[src/rtl/flash_cmd_pkg.sv]
// shared constants, types and protect decode for the erase and power-down command logic
package flash_cmd_pkg;

  // -------------------------------------------------------------------
  // opcodes
  // -------------------------------------------------------------------
  localparam logic [7:0] OP_WRITE_LATCH_SET = 8'h06;
  localparam logic [7:0] OP_WRITE_LATCH_CLR = 8'h04;
  localparam logic [7:0] OP_STATUS_READ     = 8'h05;
  localparam logic [7:0] OP_BLOCK32_ERASE   = 8'h52;
  localparam logic [7:0] OP_BLOCK64_ERASE   = 8'hD8;
  localparam logic [7:0] OP_ARRAY_ERASE_A   = 8'h60;
  localparam logic [7:0] OP_ARRAY_ERASE_B   = 8'hC7;
  localparam logic [7:0] OP_DEEP_SLEEP      = 8'hB9;
  localparam logic [7:0] OP_WAKE_AND_ID     = 8'hAB;

  // -------------------------------------------------------------------
  // frame lengths, field positions and masks
  // -------------------------------------------------------------------
  localparam int          ADDR_W         = 24;
  localparam int          BITCNT_W       = 6;
  localparam logic [5:0]  OPCODE_BITS    = 6'h08;
  localparam logic [5:0]  ADDR_CMD_BITS  = 6'h20;
  localparam int          BLOCK_IDX_LSB  = 16;
  localparam int          BLOCK_IDX_MSB  = 19;
  localparam int          PROTECT_SIDE   = 3;
  localparam int          STATUS_WIP_BIT = 0;
  localparam int          STATUS_WEL_BIT = 1;
  localparam logic [2:0]  STATUS_TOP     = 3'h7;
  localparam logic [23:0] BLOCK64_MASK   = 24'hFF0000;
  localparam logic [23:0] BLOCK32_MASK   = 24'hFF8000;

  // -------------------------------------------------------------------
  // timing: times in ns, counts derived from the 8 ns clock
  // -------------------------------------------------------------------
  localparam int CLK_PERIOD_NS          = 8;
  localparam int BLOCK_ERASE_TIME_NS    = 1000000;
  localparam int ARRAY_ERASE_TIME_NS    = 10000000;
  localparam int SLEEP_ENTRY_DELAY_NS   = 3000;
  localparam int WAKE_RECOVERY_NS       = 3000;
  localparam int BLOCK_ERASE_CYCLES     = BLOCK_ERASE_TIME_NS / CLK_PERIOD_NS;
  localparam int ARRAY_ERASE_CYCLES     = ARRAY_ERASE_TIME_NS / CLK_PERIOD_NS;
  localparam int SLEEP_ENTRY_CYCLES     = SLEEP_ENTRY_DELAY_NS / CLK_PERIOD_NS;
  localparam int WAKE_RECOVERY_CYCLES   = WAKE_RECOVERY_NS / CLK_PERIOD_NS;

  // erase kinds on the erase request port
  typedef enum logic [1:0] {
    ERASE_BLOCK32 = 2'h1,
    ERASE_BLOCK64 = 2'h2,
    ERASE_ARRAY   = 2'h3
  } erase_kind_t;

  // 64 KB block index against the protected span, top or bottom, complement inverts
  function automatic logic block_protected(input logic [23:0] addr,
                                           input logic [4:0]  field,
                                           input logic        cmp);
    logic [4:0] span;
    logic [4:0] blk;
    logic       hit;
    span = (field[2:0] == 3'h0) ? 5'h00 :
           (field[2:0] >= 3'h5) ? 5'h10 : 5'(5'h01 << (field[2:0] - 3'h1));
    blk  = {1'b0, addr[BLOCK_IDX_MSB:BLOCK_IDX_LSB]};
    hit  = field[PROTECT_SIDE] ? (blk < span) : (blk >= 5'(5'h10 - span));
    return hit ^ cmp;
  endfunction

  // whole array free of protection
  function automatic logic array_unprotected(input logic [4:0] field, input logic cmp);
    return ((field[2:0] == 3'h0) && !cmp) || ((field[2:0] >= 3'h5) && cmp);
  endfunction

endpackage

[src/rtl/spi_frame_shifter.sv]
// serial input shifter and bit counter for one chip-select frame
`timescale 1ns/1ps
module spi_frame_shifter #(
  parameter int DATA_W = 32,
  parameter int CNT_W  = 6
) (
  input  wire logic              clk,
  input  wire logic              rst,
  input  wire logic              cs_n,
  input  wire logic              sclk,
  input  wire logic              si,
  output logic [DATA_W-1:0]      shift_reg,
  output logic [CNT_W-1:0]       bit_count_reg,
  output logic                   sclk_fall,
  output logic                   frame_end
);

  logic sclk_prev_reg;
  logic cs_prev_reg;
  logic sclk_rise;

  // --------------------------------------------------------------------
  // edges of the serial clock and chip select
  // --------------------------------------------------------------------
  assign sclk_rise = sclk && !sclk_prev_reg && !cs_n;
  assign sclk_fall = !sclk && sclk_prev_reg && !cs_n;
  assign frame_end = cs_n && !cs_prev_reg;

  // previous levels, idle high for chip select
  always_ff @(posedge clk)
  begin
    if (rst)
    begin
      sclk_prev_reg <= 1'b0;
      cs_prev_reg   <= 1'b1;
    end
    else
    begin
      sclk_prev_reg <= sclk;
      cs_prev_reg   <= cs_n;
    end
  end

  // msb first shift on each rising serial edge
  always_ff @(posedge clk)
  begin
    if (rst)
      shift_reg <= '0;
    else if (sclk_rise)
      shift_reg <= {shift_reg[DATA_W-2:0], si};
  end

  // count held through the frame end cycle, cleared while deselected
  always_ff @(posedge clk)
  begin
    if (rst)
      bit_count_reg <= '0;
    else if (cs_n)
      bit_count_reg <= '0;
    else if (sclk_rise && (bit_count_reg != {CNT_W{1'b1}}))
      bit_count_reg <= bit_count_reg + 1'b1; // saturates so odd lengths never wrap to 8 or 32
  end

endmodule // spi_frame_shifter

[src/rtl/cycle_timer.sv]
// down counter that times the self-timed cycles and power-state delays
`timescale 1ns/1ps
module cycle_timer #(
  parameter int W = 32
) (
  input  wire logic          clk,
  input  wire logic          rst,
  input  wire logic          load,
  input  wire logic [W-1:0]  count_in,
  output logic               done_reg
);

  logic [W-1:0] remain_reg;

  // load wins over the running count
  always_ff @(posedge clk)
  begin
    if (rst)
      remain_reg <= '0;
    else if (load)
      remain_reg <= count_in;
    else if (remain_reg != '0)
      remain_reg <= remain_reg - 1'b1;
  end

  // one-cycle pulse as the count runs out
  always_ff @(posedge clk)
  begin
    if (rst)
      done_reg <= 1'b0;
    else
      done_reg <= !load && (remain_reg == {{(W-1){1'b0}}, 1'b1});
  end

endmodule // cycle_timer

[src/rtl/flash_erase_powerdown_cmds.sv]
// command decode for block erase, array erase and deep sleep in the serial flash
`timescale 1ns/1ps
module flash_erase_powerdown_cmds #(
  parameter int BLOCK_ERASE_CYCLES   = flash_cmd_pkg::BLOCK_ERASE_CYCLES,
  parameter int ARRAY_ERASE_CYCLES   = flash_cmd_pkg::ARRAY_ERASE_CYCLES,
  parameter int SLEEP_ENTRY_CYCLES   = flash_cmd_pkg::SLEEP_ENTRY_CYCLES,
  parameter int WAKE_RECOVERY_CYCLES = flash_cmd_pkg::WAKE_RECOVERY_CYCLES,
  parameter int TIMER_W              = 32
) (
  input  wire logic         SYS_CLK,
  input  wire logic         RESET,
  input  wire logic         CS_N,
  input  wire logic         SCLK,
  input  wire logic         SI,
  input  wire logic [4:0]   PROTECT_FIELD,
  input  wire logic         PROTECT_COMPLEMENT_BIT,
  output logic              SO,
  output logic              SO_OE_N,
  output logic              WRITE_ENABLE_LATCH,
  output logic              WRITE_IN_PROGRESS_FLAG,
  output logic              DEEP_SLEEP,
  output logic              ERASE_START,
  output logic [1:0]        ERASE_KIND,
  output logic [23:0]       ERASE_BASE
);

  // --------------------------------------------------------------------
  // power and cycle states
  // --------------------------------------------------------------------
  typedef enum logic [2:0] {
    ST_STANDBY     = 3'h0,
    ST_ERASE_BUSY  = 3'h1,
    ST_SLEEP_ENTRY = 3'h4,
    ST_DEEP_SLEEP  = 3'h6,
    ST_WAKING      = 3'h2
  } power_state_t;

  power_state_t                        state_reg;
  power_state_t                        state_next;
  logic [31:0]                         shift_word;
  logic [flash_cmd_pkg::BITCNT_W-1:0]  bit_count;
  logic                                sclk_fall;
  logic                                frame_end;
  logic                                timer_done;
  logic                                timer_load;
  logic [TIMER_W-1:0]                  timer_count;
  logic [7:0]                          opcode_reg;
  logic [7:0]                          op_now;
  logic [23:0]                         addr_now;
  logic                                frame8;
  logic                                frame32;
  logic                                in_standby;
  logic                                blk_prot;
  logic                                chip_ok;
  logic                                accept_block32;
  logic                                accept_block64;
  logic                                accept_array;
  logic                                accept_sleep;
  logic                                accept_wake;
  logic                                erase_go;
  logic                                wel_set;
  logic                                wel_clr;
  logic                                status_mode;
  logic [7:0]                          status_byte;
  logic                                wel_reg;
  logic                                wip_reg;
  logic                                sleep_reg;
  logic                                so_reg;
  logic                                so_oe_n_reg;
  logic                                erase_start_reg;
  logic [1:0]                          erase_kind_reg;
  logic [23:0]                         erase_base_reg;

  // --------------------------------------------------------------------
  // serial front end and cycle timer
  // --------------------------------------------------------------------
  spi_frame_shifter #(
    .DATA_W (32),
    .CNT_W  (flash_cmd_pkg::BITCNT_W)
  ) u_shifter (
    .clk           (SYS_CLK),
    .rst           (RESET),
    .cs_n          (CS_N),
    .sclk          (SCLK),
    .si            (SI),
    .shift_reg     (shift_word),
    .bit_count_reg (bit_count),
    .sclk_fall     (sclk_fall),
    .frame_end     (frame_end)
  );

  cycle_timer #(
    .W (TIMER_W)
  ) u_timer (
    .clk      (SYS_CLK),
    .rst      (RESET),
    .load     (timer_load),
    .count_in (timer_count),
    .done_reg (timer_done)
  );

  // --------------------------------------------------------------------
  // frame decode
  // --------------------------------------------------------------------
  // opcode is live in the low byte while exactly 8 bits are in, held after
  assign op_now   = (bit_count == flash_cmd_pkg::OPCODE_BITS) ? shift_word[7:0] : opcode_reg;
  assign addr_now = shift_word[23:0];
  // only exact lengths count: one bit short or long kills the command
  assign frame8     = frame_end && (bit_count == flash_cmd_pkg::OPCODE_BITS);
  assign frame32    = frame_end && (bit_count == flash_cmd_pkg::ADDR_CMD_BITS);
  assign in_standby = (state_reg == ST_STANDBY);
  assign blk_prot   = flash_cmd_pkg::block_protected(addr_now, PROTECT_FIELD,
                                                     PROTECT_COMPLEMENT_BIT);
  assign chip_ok    = flash_cmd_pkg::array_unprotected(PROTECT_FIELD, PROTECT_COMPLEMENT_BIT);

  // erase acceptance: latch set, not protected, nothing running
  assign accept_block32 = frame32 && in_standby && wel_reg && !blk_prot
                          && (op_now == flash_cmd_pkg::OP_BLOCK32_ERASE);
  assign accept_block64 = frame32 && in_standby && wel_reg && !blk_prot
                          && (op_now == flash_cmd_pkg::OP_BLOCK64_ERASE);
  // array erase only with the whole array unprotected
  assign accept_array   = frame8 && in_standby && wel_reg && chip_ok
                          && ((op_now == flash_cmd_pkg::OP_ARRAY_ERASE_A)
                           || (op_now == flash_cmd_pkg::OP_ARRAY_ERASE_B));
  assign erase_go       = accept_block32 || accept_block64 || accept_array;

  // sleep only from standby, so a running cycle rejects it
  assign accept_sleep = frame8 && in_standby && (op_now == flash_cmd_pkg::OP_DEEP_SLEEP);
  // wake also accepts the id form with trailing dummy bytes
  assign accept_wake  = frame_end && (state_reg == ST_DEEP_SLEEP)
                        && (bit_count >= flash_cmd_pkg::OPCODE_BITS)
                        && (op_now == flash_cmd_pkg::OP_WAKE_AND_ID);

  // write enable latch commands, honoured in standby only
  assign wel_set = frame8 && in_standby && (op_now == flash_cmd_pkg::OP_WRITE_LATCH_SET);
  assign wel_clr = (frame8 && in_standby && (op_now == flash_cmd_pkg::OP_WRITE_LATCH_CLR))
                   || erase_go;

  // --------------------------------------------------------------------
  // state transitions
  // --------------------------------------------------------------------
  // a plain deselect never leaves standby; only accepted commands move it
  always_comb
  begin
    state_next  = state_reg;
    timer_load  = 1'b0;
    timer_count = '0;
    unique case (state_reg)
      ST_STANDBY:
      begin
        if (erase_go)
        begin
          state_next  = ST_ERASE_BUSY;
          timer_load  = 1'b1;
          timer_count = accept_array ? TIMER_W'(ARRAY_ERASE_CYCLES)
                                     : TIMER_W'(BLOCK_ERASE_CYCLES);
        end
        else if (accept_sleep)
        begin
          state_next  = ST_SLEEP_ENTRY;
          timer_load  = 1'b1;
          timer_count = TIMER_W'(SLEEP_ENTRY_CYCLES);
        end
      end
      ST_ERASE_BUSY:
      begin
        if (timer_done)
          state_next = ST_STANDBY;
      end
      ST_SLEEP_ENTRY:
      begin
        if (timer_done)
          state_next = ST_DEEP_SLEEP;
      end
      ST_DEEP_SLEEP:
      begin
        // everything but the wake opcode falls through here
        if (accept_wake)
        begin
          state_next  = ST_WAKING;
          timer_load  = 1'b1;
          timer_count = TIMER_W'(WAKE_RECOVERY_CYCLES);
        end
      end
      ST_WAKING:
      begin
        if (timer_done)
          state_next = ST_STANDBY;
      end
      default:
        state_next = ST_STANDBY;
    endcase
  end

  // reset stands in for power-up, so deep sleep never survives it
  always_ff @(posedge SYS_CLK)
  begin
    if (RESET)
      state_reg <= ST_STANDBY;
    else
      state_reg <= state_next;
  end

  // opcode holder for frames longer than one byte
  always_ff @(posedge SYS_CLK)
  begin
    if (RESET)
      opcode_reg <= 8'h00;
    else if (bit_count == flash_cmd_pkg::OPCODE_BITS)
      opcode_reg <= shift_word[7:0];
  end

  // --------------------------------------------------------------------
  // write enable latch and busy flag
  // --------------------------------------------------------------------
  // erase start clears the latch at the very start of the cycle
  always_ff @(posedge SYS_CLK)
  begin
    if (RESET)
      wel_reg <= 1'b0;
    else if (wel_set)
      wel_reg <= 1'b1;
    else if (wel_clr)
      wel_reg <= 1'b0;
  end

  // busy flag tracks the erase state one edge behind its decision
  always_ff @(posedge SYS_CLK)
  begin
    if (RESET)
    begin
      wip_reg   <= 1'b0;
      sleep_reg <= 1'b0;
    end
    else
    begin
      wip_reg   <= (state_next == ST_ERASE_BUSY);
      sleep_reg <= (state_next == ST_DEEP_SLEEP) || (state_next == ST_WAKING);
    end
  end

  // --------------------------------------------------------------------
  // erase request to the array
  // --------------------------------------------------------------------
  // base is the block start, so any address inside picks the block
  always_ff @(posedge SYS_CLK)
  begin
    if (RESET)
    begin
      erase_start_reg <= 1'b0;
      erase_kind_reg  <= 2'h0;
      erase_base_reg  <= 24'h000000;
    end
    else
    begin
      erase_start_reg <= erase_go;
      if (accept_block32)
      begin
        erase_kind_reg <= flash_cmd_pkg::ERASE_BLOCK32;
        erase_base_reg <= addr_now & flash_cmd_pkg::BLOCK32_MASK;
      end
      else if (accept_block64)
      begin
        erase_kind_reg <= flash_cmd_pkg::ERASE_BLOCK64;
        erase_base_reg <= addr_now & flash_cmd_pkg::BLOCK64_MASK;
      end
      else if (accept_array)
      begin
        erase_kind_reg <= flash_cmd_pkg::ERASE_ARRAY;
        erase_base_reg <= 24'h000000;
      end
    end
  end

  // --------------------------------------------------------------------
  // status read path
  // --------------------------------------------------------------------
  // served in standby and while busy so the host can poll; sclk must be
  // at most half the system clock for the falling edge to be seen
  assign status_mode = !CS_N && (bit_count >= flash_cmd_pkg::OPCODE_BITS)
                       && (op_now == flash_cmd_pkg::OP_STATUS_READ)
                       && ((state_reg == ST_STANDBY) || (state_reg == ST_ERASE_BUSY));

  always_comb
  begin
    status_byte = 8'h00;
    status_byte[flash_cmd_pkg::STATUS_WIP_BIT] = wip_reg;
    status_byte[flash_cmd_pkg::STATUS_WEL_BIT] = wel_reg;
  end

  // bits go out on falling edges, msb first, repeating every byte
  always_ff @(posedge SYS_CLK)
  begin
    if (RESET)
    begin
      so_reg      <= 1'b0;
      so_oe_n_reg <= 1'b1;
    end
    else
    begin
      so_oe_n_reg <= !status_mode;
      if (status_mode && sclk_fall)
        so_reg <= status_byte[3'(flash_cmd_pkg::STATUS_TOP - bit_count[2:0])];
    end
  end

  // --------------------------------------------------------------------
  // outputs
  // --------------------------------------------------------------------
  assign SO                     = so_reg;
  assign SO_OE_N                = so_oe_n_reg;
  assign WRITE_ENABLE_LATCH     = wel_reg;
  assign WRITE_IN_PROGRESS_FLAG = wip_reg;
  assign DEEP_SLEEP             = sleep_reg;
  assign ERASE_START            = erase_start_reg;
  assign ERASE_KIND             = erase_kind_reg;
  assign ERASE_BASE             = erase_base_reg;

  // --------------------------------------------------------------------
  // checks
  // --------------------------------------------------------------------
  localparam int CHK_SLEEP_MAX = SLEEP_ENTRY_CYCLES + 3;
endmodule // flash_erase_powerdown_cmds

[config.mk]
export PLATFORM = sky130hd
export DESIGN_NAME = flash_erase_powerdown_cmds
export DESIGN_NICKNAME = d
export VERILOG_FILES = /design/src/rtl/flash_cmd_pkg.sv /design/src/rtl/spi_frame_shifter.sv /design/src/rtl/cycle_timer.sv /design/src/rtl/flash_erase_powerdown_cmds.sv
export SDC_FILE = /design/constraint.sdc
export NUM_CORES = 1
export LEC_CHECK = 0
export BUFFER_PORTS_ARGS = -buffer_cell sky130_fd_sc_hd__buf_4
export CAP_MARGIN = 20
export CORE_MARGIN = 3
export CORE_UTILIZATION = 35
export DETAILED_ROUTE_END_ITERATION = 16
export HOLD_SLACK_MARGIN = 0.1
export PLACE_DENSITY = 0.59
export SLEW_MARGIN = 20
export SYNTH_ARGS = -nofsm -noshare
export SYNTH_HDL_FRONTEND = slang
export SYNTH_SLANG_ARGS = --single-unit
[constraint.sdc]
create_clock -name SYS_CLK -period 5.13 [get_ports SYS_CLK]
set_clock_uncertainty 0.05 [all_clocks]
set_input_delay 0.513 -clock SYS_CLK [delete_from_list [all_inputs] [get_ports SYS_CLK]]
set_output_delay 0.513 -clock SYS_CLK [all_outputs]
set_load 0.01 [all_outputs]
==> metrics.cfg, run 1 <==
[clock_network]
cts_tree = done
post-cts-setup-buffers = 0
h-tree-depth = 3
cts_root_buffer = clkbuf_16
numCtsBuffers = 9
cts_sinks = 93
clockBufferDepth = 2
clk_transition_reported_paths_ns = 0.07
ctsResizeCount = 0
worstSkewPairLatency_ns = 0.35
hold_buffers = 0

[setup_path]
worst_r2r_endpoint = u_timer.done_reg
start_kind = flop
crit_start = u_shifter.bit_count_reg[3]
r2r_setup_slack_ns = 1.05
path_cells = nor2b_1 -> a211oi_1 -> o211ai_1 -> a2111o_1 -> and2_1 -> nand3b_1 -> nor4_1
r2r_cells = 7
cpPeakStageDelay_ns = 0.87
cp_max_fo = 27
end_kind = flop
r2r_start = u_shifter.bit_count_reg[3]
cp.arrival_ns = 4.28
path_class = reg2reg
crit_required_ns = 5.33
cp_slowest_cell = and2_1

[detailed_routing]
vias_per_cell = 5.38
wl_per_cell_um = 14.8
ant_nets = 0
drc_errors = 0
vias = 4309
drt_iter0_drc = 360
route.final.wire_length_mm = 11.9
first_pass_iters = 4

[synthesis]
yosys-top-cells-area = dfxtp_1 (37%), a21oi_1 (7.1%), nand2_1 (6.4%)
synth_top_area_frac = 0.374
synth_flop_cell = dfxtp_1
ys_async_sr_fraction = 0
ys_seq_elements = 93
synth_edf_count = 0
synth_cells = 615
yosysWarnings = 0
synth-seq-area-share = 0.374
synth_common_cells = dfxtp_1 (93), nand2_1 (85), a21oi_1 (71), nor2_1 (44), nand3_1 (35)
yosysTopAreaCell = dfxtp_1
netlist_area_um2 = 4980
syn_area_per_cell_um2 = 8.10
synth_cell_types = 61
post-synth-top-count-cell = dfxtp_1

[power_and_ir_drop]
p_sw_mw = 0.879
total_power_mw = 2.60
p_int_mw = 1.72
power_frac_seq = 0.359
pwr_density_cell_nw_per_um2 = 465
p_clk_frac = 0.313
max-vdd-ir-drop_uv = 208
p_sw_frac = 0.339
p_leak_nw = 2.04
p_comb_frac = 0.328

[worst_hold_path]
hold_end = u_shifter.sclk_prev_reg
hold_depth = 2
hp-class = in2reg
worstHoldStart = SCLK

[sta]
tightestPinTransition_ns = 1.03
maxSlewViolCount = 0
tns_ns = 0
period_share = 0.796
holdWs_ns = 0.350
max_freq_mhz = 245
setup_viol = 0
hold_viol_final = 0
rsz0062_at_grt = no
fin_ws_ns = 1.05
min_period_ns = 4.08
slew_headroom = 0.315

[grt]
grt_max_degree = 83
grt-ovfl-total = 0
antenna_found_initial = 0
grt_pass1_wl_mm = 19.8
first_global_vias = 4079
track_usage = 0.150

[die]
die_area_um2 = 15700
initial_core_util = 0.367
core.rowCount = 42
die_height_um = 125
dieWidth_um = 125
ios = 43
coreArea_um2 = 13600

[cells_and_area]
design_area_um2 = 5580
finalNonFillerCells = 801
multiInputGateArea_um2 = 2860
antennaDiodeCount = 0
syn_to_final_growth_pct = 12.1
fillCellCount = 1370
utilization = 0.412
seq_area_um2 = 1860
drive_above_1_share = 0.106
nets = 643
largest_register_ffs = 32

[placed_design]
place_ws_ns = 1.09
dp_hpwl_mm = 7.97
numPortBuffers = 26
post_dp_cell_area_um2 = 5220
gp_congestion = 0.860
place_inst = 785

[flow_run]
drv.max_cap_violation_count = 0

[status]
outcome = finished clean

==> power groups by stage <==
stage / combinational [mW] / clock (mW) / sequential [mW]
after floorplan: 0.725 / 0 / 0.917
after global placement: 0.830 / 0 / 0.937
after detailed placement: 0.840 / 0 / 0.943
after CTS: 0.849 / 0.833 / 0.929
after global routing: 0.965 / 0.855 / 0.948
final: 0.853 / 0.812 / 0.931
==> layout make-up <==
type	count	area share
Inverter	12	0.00807
Clock inverter	7	0.0246
Tap cell	176	0.0394
Multi-Input combinational cell	473	0.512
Timing Repair Buffer	31	0.0417
Clock buffer	9	0.0403
Sequential cell	93	0.333
==> cells in the final DEF (no fill, tap or decap), types with 6 or more instances in the layout <==
| cell type | synthesis | final |
|---|---|---|
| dfxtp_1 | 93 | 93 |
| nand2_1 | 85 | 85 |
| a21oi_1 | 71 | 71 |
| nor2_1 | 44 | 44 |
| nand3_1 | 35 | 35 |
| buf_4 | 17 | 31 |
| nand4_1 | 17 | 17 |
| xor2_1 | 16 | 16 |
| conb_1 | 1 | 15 |
| o21ai_0 | 13 | 13 |
| inv_1 | 12 | 12 |
| mux2i_1 | 12 | 12 |
| nor3_1 | 12 | 12 |
| nor4_1 | 12 | 12 |
| ha_1 | 12 | 12 |
| xnor2_1 | 10 | 10 |
| clkbuf_16 | 0 | 9 |
| nand4b_1 | 8 | 8 |
| or4bb_1 | 8 | 8 |
| nand2b_1 | 7 | 7 |
| or4_1 | 7 | 7 |
| nand3b_1 | 7 | 7 |
| nor2b_1 | 6 | 6 |
==> cell families (layout without fill, tap and decap cells) <==
kind of cell	count (synthesis)	in the layout	synth area share
simple gates	293	293	0.323
compound gates	114	114	0.137
flops	93	93	0.374
buf+inv	63	59	0.0631
xor+xnor	26	26	0.0457
mux	13	13	0.0264
fa+ha+maj	12	12	0.0301
other cells	1	15	0.000753
==> worst max-delay path: cells and delay by family, from the launching register on <==
| kind | cells | cell delay [ns] |
|---|---|---|
| flip-flops | 1 | 0.47 |
| AND/OR/NAND/NOR | 4 | 2.31 |
| AO/OA/AOI/OAI | 3 | 1.13 |
==> metal layers <==
layer  share of wire  wire [µm]  global-route usage
met1            0.46       5510               0.191
met2            0.48       5670               0.248
met3           0.039        458              0.0345
met4           0.018        214              0.0587
met5               0          0                   0
==> worst max path at each step <==
| stage | slack [ns] | depth (start not counted) | to |
|---|---|---|---|
| finish | 1.05 | 7 | u_timer.done_reg |
| global route | 0.69 | 7 | u_timer.done_reg |
| CTS | 1.03 | 7 | u_timer.done_reg |
| detailed placement | 1.09 | 12 | u_timer.done_reg |
| global placement | 1.15 | 7 | u_timer.done_reg |
| floorplan | 1.56 | 11 | u_timer.remain_reg[4] |
Note: power is estimated with default switching activity, not from simulation.
==> run 2, diff against run 1 <==
==> constraint.sdc (replaced) <==
create_clock -name SYS_CLK -period 3.95 [get_ports SYS_CLK]
set_clock_uncertainty 0.05 [all_clocks]
set_input_delay 0.395 -clock SYS_CLK [delete_from_list [all_inputs] [get_ports SYS_CLK]]
set_output_delay 0.395 -clock SYS_CLK [all_outputs]
set_load 0.01 [all_outputs]
==> metrics.cfg, run 2 (synthesis results as in run 1) <==
[die]
dieWidth_um = 125  ; unchanged
coreArea_um2 = 13600  ; unchanged
die_height_um = 125  ; unchanged
core.rowCount = 42  ; unchanged
initial_core_util = 0.367  ; unchanged
die_area_um2 = 15700  ; unchanged
ios = 43  ; unchanged

[grt]
antenna_found_initial = 0  ; unchanged
first_global_vias = 4021  ; -1.4%
grt_max_degree = 83  ; unchanged
track_usage = 0.150  ; about the same
grt-ovfl-total = 0  ; unchanged
grt_pass1_wl_mm = 19.7  ; -0.49%

[sta]
rsz0062_at_grt = no
slew_headroom = 0.476  ; +0.161
maxSlewViolCount = 0  ; unchanged
tightestPinTransition_ns = 0.786  ; -0.240 ns
period_share = 0.822  ; +0.0261
setup_viol = 0  ; unchanged
max_freq_mhz = 308  ; +26%
tns_ns = 0  ; unchanged
hold_viol_final = 0  ; unchanged
min_period_ns = 3.25  ; -0.836 ns

[clock_network]
h-tree-depth = 3  ; unchanged
cts_sinks = 93  ; unchanged
clockBufferDepth = 2  ; unchanged
cts_root_buffer = clkbuf_16
worstSkewPairLatency_ns = 0.35  ; about the same
cts_tree = done
hold_buffers = 0  ; unchanged
numCtsBuffers = 9  ; unchanged
clk_transition_reported_paths_ns = 0.07  ; about the same
ctsResizeCount = 0  ; unchanged
post-cts-setup-buffers = 0  ; unchanged

[setup_path]
path_cells = nor4_1 -> buf_4 -> nand2_1 -> a21oi_1 -> o21bai_1 -> buf_4 -> and2_1 -> buf_4 -> nand3b_1 -> nor4_1
crit_buf_inv = 3  ; +3
cp_max_fo = 16  ; -41%
cp_top_family = simple AND/OR/NAND/NOR gates
crit_required_ns = 4.13  ; -1.20 ns
start_kind = flop
path_class = reg2reg
cp_slowest_cell = and2_1
cp_common_cell = buf_4
cp.arrival_ns = 3.43  ; -0.85 ns
end_kind = flop
cpPeakStageDelay_ns = 0.48  ; -0.39 ns

[detailed_routing]
ant_nets = 0  ; unchanged
vias = 4371  ; +1.4%
drt_iter0_drc = 300  ; -17%
drc_errors = 0  ; unchanged
first_pass_iters = 4  ; unchanged
vias_per_cell = 5.40  ; +0.44%
wl_per_cell_um = 14.8  ; +0.12%
route.final.wire_length_mm = 12.0  ; +1.1%

[cells_and_area]
final_common_cell = dfxtp_1
antennaDiodeCount = 0  ; unchanged
drive_above_1_share = 0.117  ; +0.0113
syn_to_final_growth_pct = 12.8
final_cell_mix = dfxtp_1 (93), nand2_1 (85), a21oi_1 (71), nor2_1 (44), buf_4 (38)
largest_register_ffs = 32  ; unchanged
utilization = 0.414  ; +0.00258
nets = 651  ; +1.2%

[placed_design]
dp_hpwl_mm = 8.21  ; +3.1%
gp_congestion = 0.841  ; -2.2%
numPortBuffers = 26  ; unchanged

[flow_run]
drv.max_cap_violation_count = 0  ; unchanged

[power_and_ir_drop]
max-vdd-ir-drop_uv = 240  ; +15%
p_leak_nw = 2.07  ; +1.3%
pwr_density_cell_nw_per_um2 = 587  ; +26%

[status]
outcome = finished clean

[worst_hold_path]
hp-class = in2reg

-- run 2: path summary, 6_finish.rpt --
path                            slack (ns)                  startpoint                       to  depth (start not counted)
worst max-delay path                  0.70  u_shifter.bit_count_reg[4]         u_timer.done_reg                         10
worst min-delay path                  0.24                        SCLK  u_shifter.sclk_prev_reg                          2
worst max register to register        0.70  u_shifter.bit_count_reg[4]         u_timer.done_reg                         10
worst min register to register        0.40     u_shifter.shift_reg[11]  u_shifter.shift_reg[12]                          2
-- run 2: per-layer routing --
metal,track usage,vias up,routed length [µm]
met3,0.0328,15,453
met1,0.191,2080,5500
li1,-,2198,-
met4,0.0555,0,193
met5,0,-,0
met2,0.249,78,5840
-- run 2: power by group --
group	switching [mW]	leakage, nW	total (mW)	internal [mW]
Clock	0.369	0.158	0.940	0.570
Combinational	0.659	1.16	1.15	0.491
Sequential	0.133	0.753	1.21	1.08
-- run 2: cell type report --
| class | instances | area [µm²] |
|---|---|---|
| fill | 1378 | 7940 |
| multi-input combinational | 473 | 2860 |
| clock inverter | 6 | 86.3 |
| clock buffer | 10 | 239 |
| inverter | 12 | 45.0 |
| tap | 176 | 220 |
| sequential | 93 | 1860 |
| timing repair buffer | 39 | 305 |
-- run 2: per-stage QoR --
stage	total power, mW	instances	instance area, µm²	setup WS [ns]	hold WS (ns)
6_report	3.30	809	5620	0.704	0.237
5_1_grt	3.51	809	5620	0.386	0.237
3_5_place_dp	2.36	793	5290	0.313	0.394
4_1_cts	3.31	809	5620	0.693	0.232
3_3_place_gp	2.31	793	5290	0.416	0.386
2_1_floorplan	2.13	629	5030	0.499	0.382
-- run 2: worst register-to-register path: cells and delay by family, from the launching register on --
kind                   cells  cell delay, ns
AO/OA/AOI/OAI              2            0.48
buffers and inverters      3            0.76
flip-flops                 1            0.38
AND/OR/NAND/NOR            5            1.47
